### src/mioc_pkg.sv
// package: register map, field layout and codes of the motion i/o block
package mioc_pkg;
  // apb byte offsets
  localparam logic [7:0] ADDR_CTRL    = 8'h00;
  localparam logic [7:0] ADDR_CURRENT = 8'h04;
  localparam logic [7:0] ADDR_TORQUE  = 8'h08;
  localparam logic [7:0] ADDR_IN_SET  = 8'h0c;
  localparam logic [7:0] ADDR_OUT_SET = 8'h10;
  localparam logic [7:0] ADDR_IN_WORD = 8'h14;
  localparam logic [7:0] ADDR_OUT_ONE = 8'h18;
  localparam logic [7:0] ADDR_OUT_TWO = 8'h1c;
  localparam logic [7:0] ADDR_OUT_WRD = 8'h20;
  localparam logic [7:0] ADDR_SIG_OUT = 8'h24;
  localparam logic [7:0] ADDR_ANALOG  = 8'h28;
  localparam logic [7:0] ADDR_STATUS  = 8'h2c;
  localparam logic [7:0] ADDR_TRIP_EN = 8'h30;
  // feedback modes
  localparam logic [1:0] MODE_BYPASS = 2'h0;
  localparam logic [1:0] MODE_FIXED  = 2'h1;
  localparam logic [1:0] MODE_VAR    = 2'h2;
  localparam logic [1:0] MODE_TORQUE = 2'h3;
  // input function codes
  localparam logic [4:0] IN_USER    = 5'h00;
  localparam logic [4:0] IN_JOG_NEG = 5'h08;
  localparam logic [4:0] IN_RESET   = 5'h0b;
  localparam logic [4:0] IN_CAPTURE = 5'h0c;
  // output function codes
  localparam logic [4:0] OUT_USER     = 5'h10;
  localparam logic [4:0] OUT_MOVING   = 5'h11;
  localparam logic [4:0] OUT_SW_ERR   = 5'h12;
  localparam logic [4:0] OUT_VEL_CHG  = 5'h14;
  localparam logic [4:0] OUT_LOCKED   = 5'h15;
  localparam logic [4:0] OUT_POS_CHG  = 5'h17;
  localparam logic [4:0] OUT_CL_ACT   = 5'h18;
  localparam logic [4:0] OUT_MAKEUP   = 5'h19;
  localparam logic [4:0] OUT_TRIP     = 5'h1c;
  // setup word fields: point [10:8], function [4:0], active/param bit 16
  localparam int SET_PT_LSB  = 8;
  localparam int SET_ACT_BIT = 16;
  localparam logic [2:0] PT_ANALOG = 3'h5;
  // reset values
  localparam logic [6:0] RUN_CUR_RST   = 7'h19;
  localparam logic [6:0] HOLD_CUR_RST  = 7'h05;
  localparam logic [6:0] TQ_PCT_RST    = 7'h19;
  localparam logic [15:0] TQ_SPD_RST   = 16'h0400;
  localparam logic [3:0] MAKEUP_DIV    = 4'h9;
  localparam int NUM_IN    = 4;
  localparam int NUM_OUT   = 3;
  localparam int NUM_TRIP  = 6;

  typedef struct packed {
    logic [4:0] func;
    logic       active_high;
  } mioc_setup_t;

  typedef struct packed {
    logic        moving;
    logic        sw_error;
    logic        vel_changing;
    logic        locked_rotor;
    logic        pos_changing;
  } mioc_motion_t;

  typedef enum logic [1:0] {
    MU_IDLE = 2'b01,
    MU_RUN  = 2'b10
  } mioc_mu_state_t;
endpackage

### src/mioc_top.sv
// motion i/o mapping and closed-loop mode control with apb registers
//
// Function
// - feedback mode 0 bypass, 1 fixed, 2 variable current, 3 torque
// - mode changes only while no move runs; host must not try
// - bypass skips closed loop; current fixed at run and hold level
// - bypass disables every encoder-dependent function
// - fixed mode compares encoder steps with commanded steps
// - lead/lag difference counted; make-up move corrects it when enabled
// - fixed mode drives bridge from run and hold settings
// - variable mode scales current to load, capped by run current
// - torque mode holds torque percent, speed capped by torque speed
// - without encoder only fixed run and hold current
// - inputs 1-4 take function codes 0-8 or 11, input 1 also 12 capture; polarity
// - each input readable as a flag and all four as a word; the code has no per-input read, flags come only in the ADDR_IN_WORD word
// - outputs 1-2 take codes 16-18, 20, 21, 23-25; polarity
// - outputs set one at a time or together as one coded word
// - analog input 12-bit counts; range 0 or 1 selectable
// - signal output code 28 asserts on any enabled trip event
// - signal output accepts codes 16-18, 20, 21, 23-25 with same polarity
// - signal output changed by trip event or direct set command
// - host is master; device executes, answers, reports, sets outputs
// - program mode bit only registered out on O_PROGRAM_MODE
`timescale 1ns/1ps
`default_nettype none
module mioc_top (
  input  wire logic                I_CLK_SYS,
  input  wire logic                I_RESET_N,
  input  wire logic                I_PSEL,
  input  wire logic                I_PENABLE,
  input  wire logic                I_PWRITE,
  input  wire logic [7:0]          I_PADDR,
  input  wire logic [31:0]         I_PWDATA,
  output logic [31:0]              O_PRDATA,
  output logic                     O_PREADY,
  output logic                     O_PSLVERR,
  input  wire logic [3:0]          I_IN_PIN,
  input  wire logic                I_ENC_PRESENT,
  input  wire mioc_pkg::mioc_motion_t I_MOTION,
  input  wire logic                I_CMD_STEP,
  input  wire logic                I_CMD_DIR,
  input  wire logic                I_ENC_STEP,
  input  wire logic                I_ENC_DIR,
  input  wire logic [6:0]          I_LOAD_DEMAND,
  input  wire logic [11:0]         I_ADC_DATA,
  input  wire logic                I_ADC_VALID,
  input  wire logic [5:0]          I_TRIP_EVENT,
  output logic [2:0]               O_OUT_PIN,
  output logic [12:0]              O_IN_FUNC,
  output logic [6:0]               O_BRIDGE_CURRENT,
  output logic [15:0]              O_SPEED_LIMIT,
  output logic                     O_CLOSED_LOOP,
  output logic                     O_MAKEUP_STEP,
  output logic                     O_MAKEUP_DIR,
  output logic                     O_ANALOG_RANGE,
  output logic                     O_PROGRAM_MODE
);

  ////////////////////////////////////////////////////////////////////////
  // reset release and pin synchronisers
  logic [1:0] rst_sync_q;
  logic       rst_n;
  logic [3:0] in_meta_q;
  logic [3:0] in_sync_q;
  logic       enc_meta_q;
  logic       enc_sync_q;

  always_ff @(posedge I_CLK_SYS or negedge I_RESET_N) begin
    if (!I_RESET_N) begin
      rst_sync_q <= 2'h0;
    end else begin
      rst_sync_q <= {rst_sync_q[0], 1'b1};
    end
  end
  assign rst_n = rst_sync_q[1];

  always_ff @(posedge I_CLK_SYS or negedge rst_n) begin
    if (!rst_n) begin
      in_meta_q  <= 4'h0;
      in_sync_q  <= 4'h0;
      enc_meta_q <= 1'b0;
      enc_sync_q <= 1'b0;
    end else begin
      in_meta_q  <= I_IN_PIN;
      in_sync_q  <= in_meta_q;
      enc_meta_q <= I_ENC_PRESENT;
      enc_sync_q <= enc_meta_q;
    end
  end

  ////////////////////////////////////////////////////////////////////////
  // apb decode
  logic        wr_en;
  logic        rd_en;
  logic [1:0]  mode_q;
  logic        addr_ok;
  logic [4:0]  wfunc;
  logic [2:0]  wpt;
  logic        wact;
  logic        mode_ok;
  logic        in_set_ok;
  logic        out_set_ok;
  logic        wr_reject;

  assign wr_en = I_PSEL && I_PENABLE && I_PWRITE;
  // read data is captured in the setup cycle and shown in the access
  assign rd_en = I_PSEL && !I_PENABLE && !I_PWRITE;
  assign wfunc = I_PWDATA[4:0];
  assign wpt   = I_PWDATA[mioc_pkg::SET_PT_LSB +: 3];
  assign wact  = I_PWDATA[mioc_pkg::SET_ACT_BIT];

  always_comb begin
    case (I_PADDR)
      mioc_pkg::ADDR_CTRL,    mioc_pkg::ADDR_CURRENT,
      mioc_pkg::ADDR_TORQUE,  mioc_pkg::ADDR_IN_SET,
      mioc_pkg::ADDR_OUT_SET, mioc_pkg::ADDR_IN_WORD,
      mioc_pkg::ADDR_OUT_ONE, mioc_pkg::ADDR_OUT_TWO,
      mioc_pkg::ADDR_OUT_WRD, mioc_pkg::ADDR_SIG_OUT,
      mioc_pkg::ADDR_ANALOG,  mioc_pkg::ADDR_STATUS,
      mioc_pkg::ADDR_TRIP_EN: addr_ok = 1'b1;
      default:                addr_ok = 1'b0;
    endcase
  end

  // undefined codes bounce with the old setting kept
  always_comb begin
    in_set_ok = 1'b0;
    if (wpt >= 3'h1 && wpt <= 3'h4) begin
      if (wfunc <= mioc_pkg::IN_JOG_NEG || wfunc == mioc_pkg::IN_RESET) begin
        in_set_ok = 1'b1;
      end
      if (wfunc == mioc_pkg::IN_CAPTURE && wpt == 3'h1) begin
        in_set_ok = 1'b1;
      end
    end else if (wpt == mioc_pkg::PT_ANALOG && wfunc == 5'h00) begin
      in_set_ok = 1'b1;
    end
    if (I_PWDATA[31:17] != 15'h0) begin
      in_set_ok = 1'b0;
    end
  end

  always_comb begin
    out_set_ok = 1'b0;
    if (wpt >= 3'h1 && wpt <= 3'h3) begin
      case (wfunc)
        mioc_pkg::OUT_USER,   mioc_pkg::OUT_MOVING, mioc_pkg::OUT_SW_ERR,
        mioc_pkg::OUT_VEL_CHG, mioc_pkg::OUT_LOCKED, mioc_pkg::OUT_POS_CHG,
        mioc_pkg::OUT_CL_ACT, mioc_pkg::OUT_MAKEUP:
          out_set_ok = 1'b1;
        mioc_pkg::OUT_TRIP: out_set_ok = (wpt == 3'h3);
        default:            out_set_ok = 1'b0;
      endcase
    end
    if (I_PWDATA[31:17] != 15'h0) begin
      out_set_ok = 1'b0;
    end
  end

  // mode change refused while a move runs or a make-up step pulse is out
  assign mode_ok = !I_MOTION.moving && !O_MAKEUP_STEP;

  always_comb begin
    wr_reject = 1'b0;
    case (I_PADDR)
      mioc_pkg::ADDR_CTRL:    wr_reject = !mode_ok &&
                                (I_PWDATA[1:0] != mode_q);
      mioc_pkg::ADDR_IN_SET:  wr_reject = !in_set_ok;
      mioc_pkg::ADDR_OUT_SET: wr_reject = !out_set_ok;
      default:                wr_reject = 1'b0;
    endcase
  end

  // zero wait states, error on unmapped address, refused setup or refused mode change
  assign O_PREADY  = 1'b1;
  assign O_PSLVERR = I_PSEL && I_PENABLE &&
                     (!addr_ok || (I_PWRITE && wr_reject));

  ////////////////////////////////////////////////////////////////////////
  // configuration registers
  logic        mu_en_q;
  logic        prog_q;
  logic [6:0]  run_cur_q;
  logic [6:0]  hold_cur_q;
  logic [6:0]  tq_pct_q;
  logic [15:0] tq_spd_q;
  logic        range_q;
  logic [5:0]  trip_en_q;
  logic        reject_q;
  mioc_pkg::mioc_setup_t in_set_q  [mioc_pkg::NUM_IN];
  mioc_pkg::mioc_setup_t out_set_q [mioc_pkg::NUM_OUT];

  always_ff @(posedge I_CLK_SYS or negedge rst_n) begin
    if (!rst_n) begin
      mode_q     <= mioc_pkg::MODE_BYPASS;
      mu_en_q    <= 1'b0;
      prog_q     <= 1'b0;
      run_cur_q  <= mioc_pkg::RUN_CUR_RST;
      hold_cur_q <= mioc_pkg::HOLD_CUR_RST;
      tq_pct_q   <= mioc_pkg::TQ_PCT_RST;
      tq_spd_q   <= mioc_pkg::TQ_SPD_RST;
      range_q    <= 1'b0;
      trip_en_q  <= 6'h00;
    end else if (wr_en && !wr_reject) begin
      case (I_PADDR)
        mioc_pkg::ADDR_CTRL: begin
          mode_q  <= I_PWDATA[1:0];
          mu_en_q <= I_PWDATA[4];
          prog_q  <= I_PWDATA[8];
        end
        mioc_pkg::ADDR_CURRENT: begin
          run_cur_q  <= I_PWDATA[6:0];
          hold_cur_q <= I_PWDATA[14:8];
        end
        mioc_pkg::ADDR_TORQUE: begin
          tq_pct_q <= I_PWDATA[6:0];
          tq_spd_q <= I_PWDATA[31:16];
        end
        mioc_pkg::ADDR_IN_SET: begin
          if (wpt == mioc_pkg::PT_ANALOG) begin
            range_q <= wact;
          end
        end
        mioc_pkg::ADDR_TRIP_EN: trip_en_q <= I_PWDATA[5:0];
        default: ;
      endcase
    end
  end

  // refused-write flag: a fresh refusal wins over the clearing write
  always_ff @(posedge I_CLK_SYS or negedge rst_n) begin
    if (!rst_n) begin
      reject_q <= 1'b0;
    end else if (wr_en && wr_reject) begin
      reject_q <= 1'b1;
    end else if (wr_en && I_PADDR == mioc_pkg::ADDR_STATUS) begin
      reject_q <= 1'b0;
    end
  end

  ////////////////////////////////////////////////////////////////////////
  // inputs: per point setup and function decode
  logic [3:0] in_state;
  logic [12:0] func_hits [mioc_pkg::NUM_IN];

  genvar gi;
  generate
    for (gi = 0; gi < mioc_pkg::NUM_IN; gi++) begin : g_in
      always_ff @(posedge I_CLK_SYS or negedge rst_n) begin
        if (!rst_n) begin
          in_set_q[gi] <= '{func: mioc_pkg::IN_USER, active_high: 1'b1};
        end else if (wr_en && !wr_reject &&
                     I_PADDR == mioc_pkg::ADDR_IN_SET &&
                     wpt == 3'(gi + 1)) begin
          in_set_q[gi] <= '{func: wfunc, active_high: wact};
        end
      end
      // polarity folds the pin into a logic-true state
      assign in_state[gi] = in_sync_q[gi] ~^ in_set_q[gi].active_high;
      always_comb begin
        func_hits[gi] = 13'h0000;
        func_hits[gi][in_set_q[gi].func[3:0]] = in_state[gi];
      end
    end
  endgenerate

  // function lines leave on a flop, one cycle after the state
  always_ff @(posedge I_CLK_SYS or negedge rst_n) begin
    if (!rst_n) begin
      O_IN_FUNC <= 13'h0000;
    end else begin
      O_IN_FUNC <= func_hits[0] | func_hits[1] | func_hits[2] |
                   func_hits[3];
    end
  end

  ////////////////////////////////////////////////////////////////////////
  // closed loop: lead/lag counter and make-up move
  logic                     cl_active;
  logic signed [15:0]       lag_q;
  logic                     mu_step;
  logic [3:0]               mu_div_q;
  mioc_pkg::mioc_mu_state_t mu_state_q;

  // encoder work only with encoder and mode above bypass
  assign cl_active = enc_sync_q && (mode_q != mioc_pkg::MODE_BYPASS);
  assign mu_step   = (mu_state_q == mioc_pkg::MU_RUN) && (mu_div_q == 4'h0);

  always_ff @(posedge I_CLK_SYS or negedge rst_n) begin
    if (!rst_n) begin
      lag_q <= 16'sh0000;
    end else if (!cl_active) begin
      lag_q <= 16'sh0000;
    end else begin
      // commanded minus actual, make-up steps pull it to zero
      lag_q <= lag_q
             + ((I_CMD_STEP) ? (I_CMD_DIR ? 16'sh0001 : -16'sh0001)
                             : 16'sh0000)
             - ((I_ENC_STEP) ? (I_ENC_DIR ? 16'sh0001 : -16'sh0001)
                             : 16'sh0000)
             - ((mu_step) ? (lag_q[15] ? -16'sh0001 : 16'sh0001)
                          : 16'sh0000);
    end
  end

  // correction runs only after the move, paced by a divider
  always_ff @(posedge I_CLK_SYS or negedge rst_n) begin
    if (!rst_n) begin
      mu_state_q <= mioc_pkg::MU_IDLE;
      mu_div_q   <= mioc_pkg::MAKEUP_DIV;
    end else begin
      case (mu_state_q)
        mioc_pkg::MU_IDLE: begin
          mu_div_q <= mioc_pkg::MAKEUP_DIV;
          if (cl_active && mu_en_q && !I_MOTION.moving &&
              lag_q != 16'sh0000) begin
            mu_state_q <= mioc_pkg::MU_RUN;
          end
        end
        mioc_pkg::MU_RUN: begin
          mu_div_q <= (mu_div_q == 4'h0) ? mioc_pkg::MAKEUP_DIV
                                         : mu_div_q - 4'h1;
          if (!cl_active || !mu_en_q || I_MOTION.moving ||
              lag_q == 16'sh0000) begin
            mu_state_q <= mioc_pkg::MU_IDLE;
          end
        end
        default: mu_state_q <= mioc_pkg::MU_IDLE;
      endcase
    end
  end

  always_ff @(posedge I_CLK_SYS or negedge rst_n) begin
    if (!rst_n) begin
      O_MAKEUP_STEP <= 1'b0;
      O_MAKEUP_DIR  <= 1'b0;
    end else begin
      O_MAKEUP_STEP <= mu_step;
      O_MAKEUP_DIR  <= !lag_q[15];
    end
  end

  ////////////////////////////////////////////////////////////////////////
  // bridge current and speed limit per mode
  logic [6:0] fixed_cur;
  logic [6:0] cur_d;
  logic [15:0] spd_d;

  // bypass and fixed use run/hold alone
  assign fixed_cur = I_MOTION.moving ? run_cur_q : hold_cur_q;

  always_comb begin
    cur_d = fixed_cur;
    spd_d = 16'hffff;
    if (cl_active) begin
      case (mode_q)
        mioc_pkg::MODE_VAR: begin
          // load demand capped at run current
          cur_d = (I_LOAD_DEMAND > run_cur_q) ? run_cur_q : I_LOAD_DEMAND;
        end
        mioc_pkg::MODE_TORQUE: begin
          cur_d = tq_pct_q;
          spd_d = tq_spd_q;
        end
        default: cur_d = fixed_cur;
      endcase
    end
  end

  always_ff @(posedge I_CLK_SYS or negedge rst_n) begin
    if (!rst_n) begin
      O_BRIDGE_CURRENT <= 7'h00;
      O_SPEED_LIMIT    <= 16'hffff;
      O_CLOSED_LOOP    <= 1'b0;
    end else begin
      O_BRIDGE_CURRENT <= cur_d;
      O_SPEED_LIMIT    <= spd_d;
      O_CLOSED_LOOP    <= cl_active;
    end
  end

  ////////////////////////////////////////////////////////////////////////
  // outputs 1-2 and signal output 3
  logic [2:0] user_q;
  logic [2:0] out_val;
  logic       trip_hit;

  assign trip_hit = |(I_TRIP_EVENT & trip_en_q);

  // user bits: single, word or trip writes; a trip wins the same cycle
  always_ff @(posedge I_CLK_SYS or negedge rst_n) begin
    if (!rst_n) begin
      user_q <= 3'h0;
    end else begin
      if (wr_en) begin
        case (I_PADDR)
          mioc_pkg::ADDR_OUT_ONE: user_q[0]   <= I_PWDATA[0];
          mioc_pkg::ADDR_OUT_TWO: user_q[1]   <= I_PWDATA[0];
          mioc_pkg::ADDR_OUT_WRD: user_q[1:0] <= I_PWDATA[1:0];
          mioc_pkg::ADDR_SIG_OUT: user_q[2]   <= I_PWDATA[0];
          default: ;
        endcase
      end
      if (trip_hit && out_set_q[2].func == mioc_pkg::OUT_TRIP) begin
        user_q[2] <= 1'b1;
      end
    end
  end

  genvar go;
  generate
    for (go = 0; go < mioc_pkg::NUM_OUT; go++) begin : g_out
      always_ff @(posedge I_CLK_SYS or negedge rst_n) begin
        if (!rst_n) begin
          out_set_q[go] <= '{func: mioc_pkg::OUT_USER, active_high: 1'b1};
        end else if (wr_en && !wr_reject &&
                     I_PADDR == mioc_pkg::ADDR_OUT_SET &&
                     wpt == 3'(go + 1)) begin
          out_set_q[go] <= '{func: wfunc, active_high: wact};
        end
      end
      always_comb begin
        case (out_set_q[go].func)
          mioc_pkg::OUT_MOVING:  out_val[go] = I_MOTION.moving;
          mioc_pkg::OUT_SW_ERR:  out_val[go] = I_MOTION.sw_error;
          mioc_pkg::OUT_VEL_CHG: out_val[go] = I_MOTION.vel_changing;
          mioc_pkg::OUT_LOCKED:  out_val[go] = I_MOTION.locked_rotor &&
                                               cl_active;
          mioc_pkg::OUT_POS_CHG: out_val[go] = I_MOTION.pos_changing;
          mioc_pkg::OUT_CL_ACT:  out_val[go] = cl_active;
          mioc_pkg::OUT_MAKEUP:  out_val[go] = mu_state_q ==
                                               mioc_pkg::MU_RUN;
          default:               out_val[go] = user_q[go];
        endcase
      end
      // polarity applied at the pin
      always_ff @(posedge I_CLK_SYS or negedge rst_n) begin
        if (!rst_n) begin
          O_OUT_PIN[go] <= 1'b0;
        end else begin
          O_OUT_PIN[go] <= out_val[go] ~^ out_set_q[go].active_high;
        end
      end
    end
  endgenerate

  ////////////////////////////////////////////////////////////////////////
  // analog sample
  logic [11:0] adc_q;

  always_ff @(posedge I_CLK_SYS or negedge rst_n) begin
    if (!rst_n) begin
      adc_q <= 12'h000;
    end else if (I_ADC_VALID) begin
      adc_q <= I_ADC_DATA;
    end
  end

  always_ff @(posedge I_CLK_SYS or negedge rst_n) begin
    if (!rst_n) begin
      O_ANALOG_RANGE <= 1'b0;
      O_PROGRAM_MODE <= 1'b0;
    end else begin
      O_ANALOG_RANGE <= range_q;
      O_PROGRAM_MODE <= prog_q;
    end
  end

  ////////////////////////////////////////////////////////////////////////
  // read mux, held in a flop so prdata stays stable
  logic [31:0] rd_d;

  always_comb begin
    rd_d = 32'h0000_0000;
    case (I_PADDR)
      mioc_pkg::ADDR_CTRL:    rd_d = {23'h0, prog_q, 3'h0, mu_en_q,
                                      2'h0, mode_q};
      mioc_pkg::ADDR_CURRENT: rd_d = {17'h0, hold_cur_q, 1'b0, run_cur_q};
      mioc_pkg::ADDR_TORQUE:  rd_d = {tq_spd_q, 9'h0, tq_pct_q};
      mioc_pkg::ADDR_IN_SET:  rd_d = {15'h0, range_q, 16'h0};
      // flags in bits 3:0, same word mirrored in 11:8
      mioc_pkg::ADDR_IN_WORD: rd_d = {20'h0, in_state, 4'h0, in_state};
      mioc_pkg::ADDR_OUT_ONE: rd_d = {31'h0, user_q[0]};
      mioc_pkg::ADDR_OUT_TWO: rd_d = {31'h0, user_q[1]};
      mioc_pkg::ADDR_OUT_WRD: rd_d = {29'h0, O_OUT_PIN};
      mioc_pkg::ADDR_SIG_OUT: rd_d = {31'h0, user_q[2]};
      mioc_pkg::ADDR_ANALOG:  rd_d = {20'h0, adc_q};
      mioc_pkg::ADDR_STATUS:  rd_d = {lag_q, 12'h0, reject_q,
                                      mu_state_q == mioc_pkg::MU_RUN,
                                      cl_active, enc_sync_q};
      mioc_pkg::ADDR_TRIP_EN: rd_d = {26'h0, trip_en_q};
      default:                rd_d = 32'h0000_0000;
    endcase
  end

  // zero outside a read access, so stale data never leaks
  always_ff @(posedge I_CLK_SYS or negedge rst_n) begin
    if (!rst_n) begin
      O_PRDATA <= 32'h0000_0000;
    end else if (rd_en) begin
      O_PRDATA <= rd_d;
    end else begin
      O_PRDATA <= 32'h0000_0000;
    end
  end

endmodule
`default_nettype wire

### config.mk
export PLATFORM = sky130hd
export DESIGN_NAME = mioc_top
export DESIGN_NICKNAME = d
export VERILOG_FILES = /design/src/mioc_pkg.sv /design/src/mioc_top.sv
export SDC_FILE = /design/constraint.sdc
export NUM_CORES = 1
export LEC_CHECK = 0
export BUFFER_PORTS_ARGS = -buffer_cell sky130_fd_sc_hd__buf_2
export CAP_MARGIN = 15
export CORE_MARGIN = 5
export CORE_UTILIZATION = 25
export DETAILED_ROUTE_END_ITERATION = 6
export PLACE_DENSITY = 0.47
export SLEW_MARGIN = 20
export SYNTH_ARGS = -nofsm -noshare
export SYNTH_HDL_FRONTEND = slang
export SYNTH_SLANG_ARGS = --single-unit
### constraint.sdc
create_clock -name I_CLK_SYS -period 7.1 [get_ports I_CLK_SYS]
set_input_delay 0.355 -clock I_CLK_SYS [delete_from_list [all_inputs] [get_ports I_CLK_SYS]]
set_output_delay 0.355 -clock I_CLK_SYS [all_outputs]
set_load 0.02 [all_outputs]
Word level (Yosys, flattened, before mapping)
Memory sizes are Yosys's and may differ from the RTL's.
Cells that the tools add are included.

storage, ports and cells
  input port bits = 85
  ROM bits = 64
  memories = 1
  register bits = 212

memories
  memory           words  bits a word  read ports  clocked after Yosys merged registers in  write ports  line             text
  (no name shown)  64     1            1           0                                        0            mioc_top.sv:113  case (I_PADDR)

cells by class
  bitwise operators = 15
  muxes and demuxes = 48
  equality and inequality tests = 57
  magnitude comparators = 13
  add/subtract/negate cells = 4
  reduce and logical (&&, ||, !) cells = 77

operators with widths
  cell                                                  count
  case mux 32 bit (12 select lines)                     1
  == test 5 bit (second input constant)                 31
  2-to-1 mux 16 bit                                     9
  AND 13 bit                                            4
  == test 8 x 6 -> 1 bit (second input constant)        5
  bitwise OR 13 bit                                     3
  logical AND 1 bit                                     35
  == test 8 x 5 -> 1 bit (second input constant)        4
  2-to-1 mux 32 bit                                     1
  subtractor 16 bit                                     2
  2-to-1 mux 7 bit                                      3
  case mux 1 bit (7 select lines)                       3
  < comparator 4 x 5 -> 1 bit (second input constant)   4
  2-to-1 mux 1 bit                                      17
  adder 16 bit                                          1
  demux 1 bit (select 4 bit)                            4
  == test 8 x 4 -> 1 bit (second input constant)        2
  >= comparator 4 x 1 -> 1 bit (second input constant)  4
  logical NOT 16 bit                                    1
  AND reduction 2 bit                                   8
  nonzero test 16 bit                                   1
  nonzero test 15 bit                                   1
  case mux 7 bit (2 select lines)                       1
  logical NOT 1 bit                                     12
  35 further kinds                                      57

Longest topological paths before layout
  depth in word-level cells = 12
  depth in mapped cells = 16

Least setup slack after synthesis
No wires, ideal clock.

  kind = register -> register
  from = register mu_div_q[0]
  to = register lag_q[14]
  path buffers = 0
  cell stages (with the launch flop) = 17
  setup slack = 2.736 ns
  period minus slack after synthesis = 4.364 ns
  data arrival time = 4.232 ns
  required time = 6.968 ns
  path through = dfstp_2 inv_1 ha_1 nor3b_1 and2_1 nand2_1 inv_1 fa_1 fa_1 inv_1 ha_1 and3_1 and3_1 a2111oi_0 o31ai_1 xnor2_1 nor2_1

between the ends
  word-level cells in the longest chain between the ends = 5

ends and longest elaborated chain
  element                   line             text
  start: declaration        mioc_top.sv:282  logic [3:0] mu_div_q;
  start signal: assignment  mioc_top.sv:310  mu_div_q <= mioc_pkg::MAKEUP_DIV;
  start signal: assignment  mioc_top.sv:314  mu_div_q <= mioc_pkg::MAKEUP_DIV;
  start signal: assignment  mioc_top.sv:321  mu_div_q <= (mu_div_q == 4'h0) ? mioc_pkg::MAKEUP_DIV
  logical NOT 4 bit         mioc_top.sv:287  assign mu_step = (mu_state_q == mioc_pkg::MU_RUN) && (mu_div_q == 4'h0);
  logical AND 1 bit         mioc_top.sv:287
  via mu_step               mioc_top.sv:281  logic mu_step;
  2-to-1 mux 16 bit         mioc_top.sv:301  - ((mu_step) ? (lag_q[15] ? -16'sh0001 : 16'sh0001)
  subtractor 16 bit         mioc_top.sv:301
  2-to-1 mux 16 bit         mioc_top.sv:292  end else if (!cl_active) begin
  end signal: assignment    mioc_top.sv:296  lag_q <= lag_q
  end: declaration          mioc_top.sv:280  logic signed [15:0] lag_q;

The timed path passes the listed nets, and every way through them passes these cells.
A chain may end at the register's enable or synchronous reset.

Final worst setup path
  from = register mu_div_q[0]
  to = register lag_q[15]

Same word-level chain as after synthesis.

==> results.toml <==
[clock_network]
clockRootBuffer = "clkbuf_16"
path_clk_slew_ps = 60
clkLatencyLatePin_ps = 530
htree_levels = 1
cts_made_buffers = 25
clockBufferDepth = 3
postCtsSetupRepairBufs = 0
cts_resized = 0
numClockSinks = 211
cts_tree = "done"

[global_route]
grt_pass1_vias = 8310
antenna_found_initial = 7
grt.total_usage_pct = 13.4
overflow = 0
grt_pass1_wl_mm = 50.6
grt_max_degree = 79

[logic_synthesis]
synth.distinct_cells = 79
async_flop_share_pct = 100
synthFlopType = "dfrtp_1"
syn_area_um2 = 11000
synth_top_family_by_area = "simple AND/OR/NAND/NOR gates"
synth-edff-count = 0
synth.area.top_cells = "dfrtp_1 39%, mux2_2 10%, dfstp_2 9.1%"
muxShareOfSynthArea_pct = 10.9
ys_ff_latch = 211
yosysWarnings = 0
yosysTopAreaCellShare_pct = 39.4
ys_seq_area_share_pct = 48.5
synth_fa_ha_area_share_pct = 8.55
avgSynthCellArea_um2 = 11.1
synth_compound_area_share_pct = 11.6
synth_xor_xnor_area_share_pct = 2.23
synth_cells = 985
synth_area_leader_cell = "dfrtp_1"
yosys.area_share.simple_pct = 14.4

[power]
powerDensity_nw_per_um2 = 211
switching_share_pct = 25.7
power_mw = 2.82
p_int_mw = 2.10
pwr-share-seq_pct = 44.0
combinationalPowerShare_pct = 10.4
power.switching_uw = 724
leakagePower_nw = 6.06
clockPowerShare_pct = 45.6
max-vdd-ir-drop_mv = 0.147

[critical_path]
path_class = "register to register"
worst_setup_path_end_kind = "register"
worst-r2r-cell-count = 16
reg2reg_to = "lag_q[15]$_DFF_PN0_"
critical_path_arrival_ps = 5540
reg2reg_slack_ps = 1980
rr_startpoint = "mu_div_q[0]$_DFFE_PN1P_"
cp_max_fo = 13
worstPathRequired_ps = 7520
cp-start-kind = "register"

[hold_path]
min-delay-start = "I_ADC_DATA[6]"
hold_path_end = "adc_q[6]$_DFFE_PN0P_"
hp-class = "input pin to register"
min_path_cells = 2

[run_status]
status = "complete, no violations"

[die]
io_pins = 163
fp.coreArea_um2 = 43300
die_y_um = 220
die_w_um = 220
start_util_pct = 25.4
dieArea_um2 = 48200
rows = 76

[flow_run]
max-cap-violations = 0

[finish]
fillers = 4481
syn_to_final_growth_pct = 21.4
drive_gt1_share_pct = 32.8
final-seq-area_um2 = 5330
fin_nets = 1293
multiInputGateArea_um2 = 5250

[route]
drtPass1Iterations = 5
drtAntennaViolNets = 0
wl_per_cell_um = 18.6
vias = 8213
wl_mm = 32.7
drtIter0Drc = 575
drc_errors = 0
vias_per_cell = 4.67

[timing]
skew_ps = 8.15
tightest_slew_ps = 996
drv_slew = 0
hold_viol = 0
fmax_mhz = 195
period_needed_ps = 5120
setup-tns-final_ps = 0
relSlewSlack_pct = 33.0
rsz0062_at_grt = "false"
finalSetupViolCount = 0
fin_crit_sh_pct = 72.1

[place]
routabilityCongestion = 0.838
hpwl_mm = 24.7
port_buffers = 158
worst max-delay path by stage:
stage          slack, ps               startpoint                  endpoint  cells past startpoint
3_5_place_dp        1980  mu_div_q[0]$_DFFE_PN1P_       lag_q[15]$_DFF_PN0_                     16
2_1_floorplan        850  rst_sync_q[1]$_DFF_PN0_  O_ANALOG_RANGE$_DFF_PN0_                      0
3_3_place_gp        1990  mu_div_q[0]$_DFFE_PN1P_       lag_q[15]$_DFF_PN0_                     16
4_1_cts             1940  mu_div_q[0]$_DFFE_PN1P_       lag_q[14]$_DFF_PN0_                     16
5_1_grt             1550  mu_div_q[0]$_DFFE_PN1P_       lag_q[14]$_DFF_PN0_                     16
6_report            1980  mu_div_q[0]$_DFFE_PN1P_       lag_q[15]$_DFF_PN0_                     16
kinds of logic after synthesis:
family | Yosys count
xor+xnor | 28
flops | 211
simple gates | 288
fa+ha+maj | 57
mux | 107
compound gates | 187
buf+inv | 105
other cells | 2
cells in the mapped netlist (3+ instances only):
library cell / number
dfrtp_1: 173
mux2_2: 98
inv_1: 69
nor2_1: 66
nand2_1: 64
a21oi_1: 39
dfstp_2: 38
o21ai_0: 38
a22oi_1: 37
fa_1: 30
clkbuf_1: 29
ha_1: 27
nand3_1: 19
xnor2_1: 18
or2_2: 16
nand2b_1: 14
and3_1: 12
nand4_1: 12
nor3_1: 12
a31oi_1: 11
nor2b_1: 11
nand3b_1: 10
xor2_1: 10
mux2i_1: 9
nor4_1: 9
and2_1: 7
or3_1: 7
a211oi_1: 6
a222oi_1: 6
a21o_1: 5
o21a_1: 5
o21bai_1: 5
a32oi_1: 4
nor3b_1: 4
o211ai_1: 4
o22ai_1: 4
buf_4: 3
nor4b_1: 3
worst max-delay path, stage by stage (launching register included):
cell,delay [ps]
dfstp_2,370
inv_1,80
ha_1,210
nor3b_1,340
and2_1,280
nand2_1,140
inv_1,530
fa_1,560
fa_1,520
inv_1,40
ha_1,350
o21ai_0,220
o21ai_0,180
a311o_1,380
a211oi_1,450
a211oi_1,150
a21o_1,180
sequential cells by signal, indices dropped and copies added (netlist names), 12 cells and up:
signal,cells
O_IN_FUNC,13
O_PRDATA,31
O_SPEED_LIMIT,16
adc_q,12
in_set_q,20
lag_q,16
out_set_q,18
tq_spd_q,16
power by group through the flow:
stage	registers, mW	clock network (mW)	logic, mW
after floorplan	1.27	0	0.183
after global placement	1.26	0	0.293
after detailed placement	1.26	0	0.293
after CTS	1.24	1.33	0.298
after global routing	1.24	1.38	0.332
final	1.24	1.28	0.293
placed cells by master, fill, tap and decap left out, types with 10 or more instances in the layout:
cell type / instances
dfrtp_1: 172
buf_2: 158
mux2_2: 98
inv_1: 69
nor2_1: 65
nand2_1: 63
a21oi_1: 39
dfstp_2: 38
o21ai_0: 38
a22oi_1: 37
fa_1: 30
ha_1: 27
clkbuf_16: 25
nand3_1: 19
xnor2_1: 18
or2_2: 16
nand2b_1: 14
nand4_1: 12
nor3_1: 12
and3_1: 12
a31oi_1: 11
nor2b_1: 11
xor2_1: 10
nand3b_1: 10
what timing repair did:
action,in CTS,in global routing
endpoints found under the hold margin,7,0
endpoints found under the setup margin,0,0
hold buffers,6,0
stage by stage:
stage | instance area, µm² | cells | worst slack [ps] | hold WS [ps] | utilization [%]
3_5_place_dp | 12400 | 1703 | 1980 | 145 | 28.7
3_3_place_gp | 12400 | 1703 | 1990 | 140 | 28.7
6_report | 13300 | 1757 | 1980 | 62.1 | 30.8
4_1_cts | 13300 | 1754 | 1940 | 30.5 | 30.8
5_1_grt | 13300 | 1755 | 1550 | 36.5 | 30.8
2_1_floorplan | 11000 | 986 | 851 | 59.4 | -
layout make-up:
class / instances / share of cell area [%]
inverter: 69 / 1.94
timing repair buffer: 174 / 6.97
sequential: 211 / 40.0
clock buffer: 30 / 5.06
tap: 585 / 5.49
clock inverter: 15 / 1.13
multi-input combinational: 670 / 39.4
antenna: 3 / 0.0563
metal layers:
layer / vias to the layer above / global-route usage, % / part of all wire [%]
met2: 202 / 21.4 / 46
met3: 54 / 2.86 / 6.2
met5: - / 0 / 0.15
met1: 4124 / 18.7 / 45
met4: 8 / 3.49 / 2.1
li1: 3825 / - / -
Note: power is estimated with default switching activity, not from simulation.
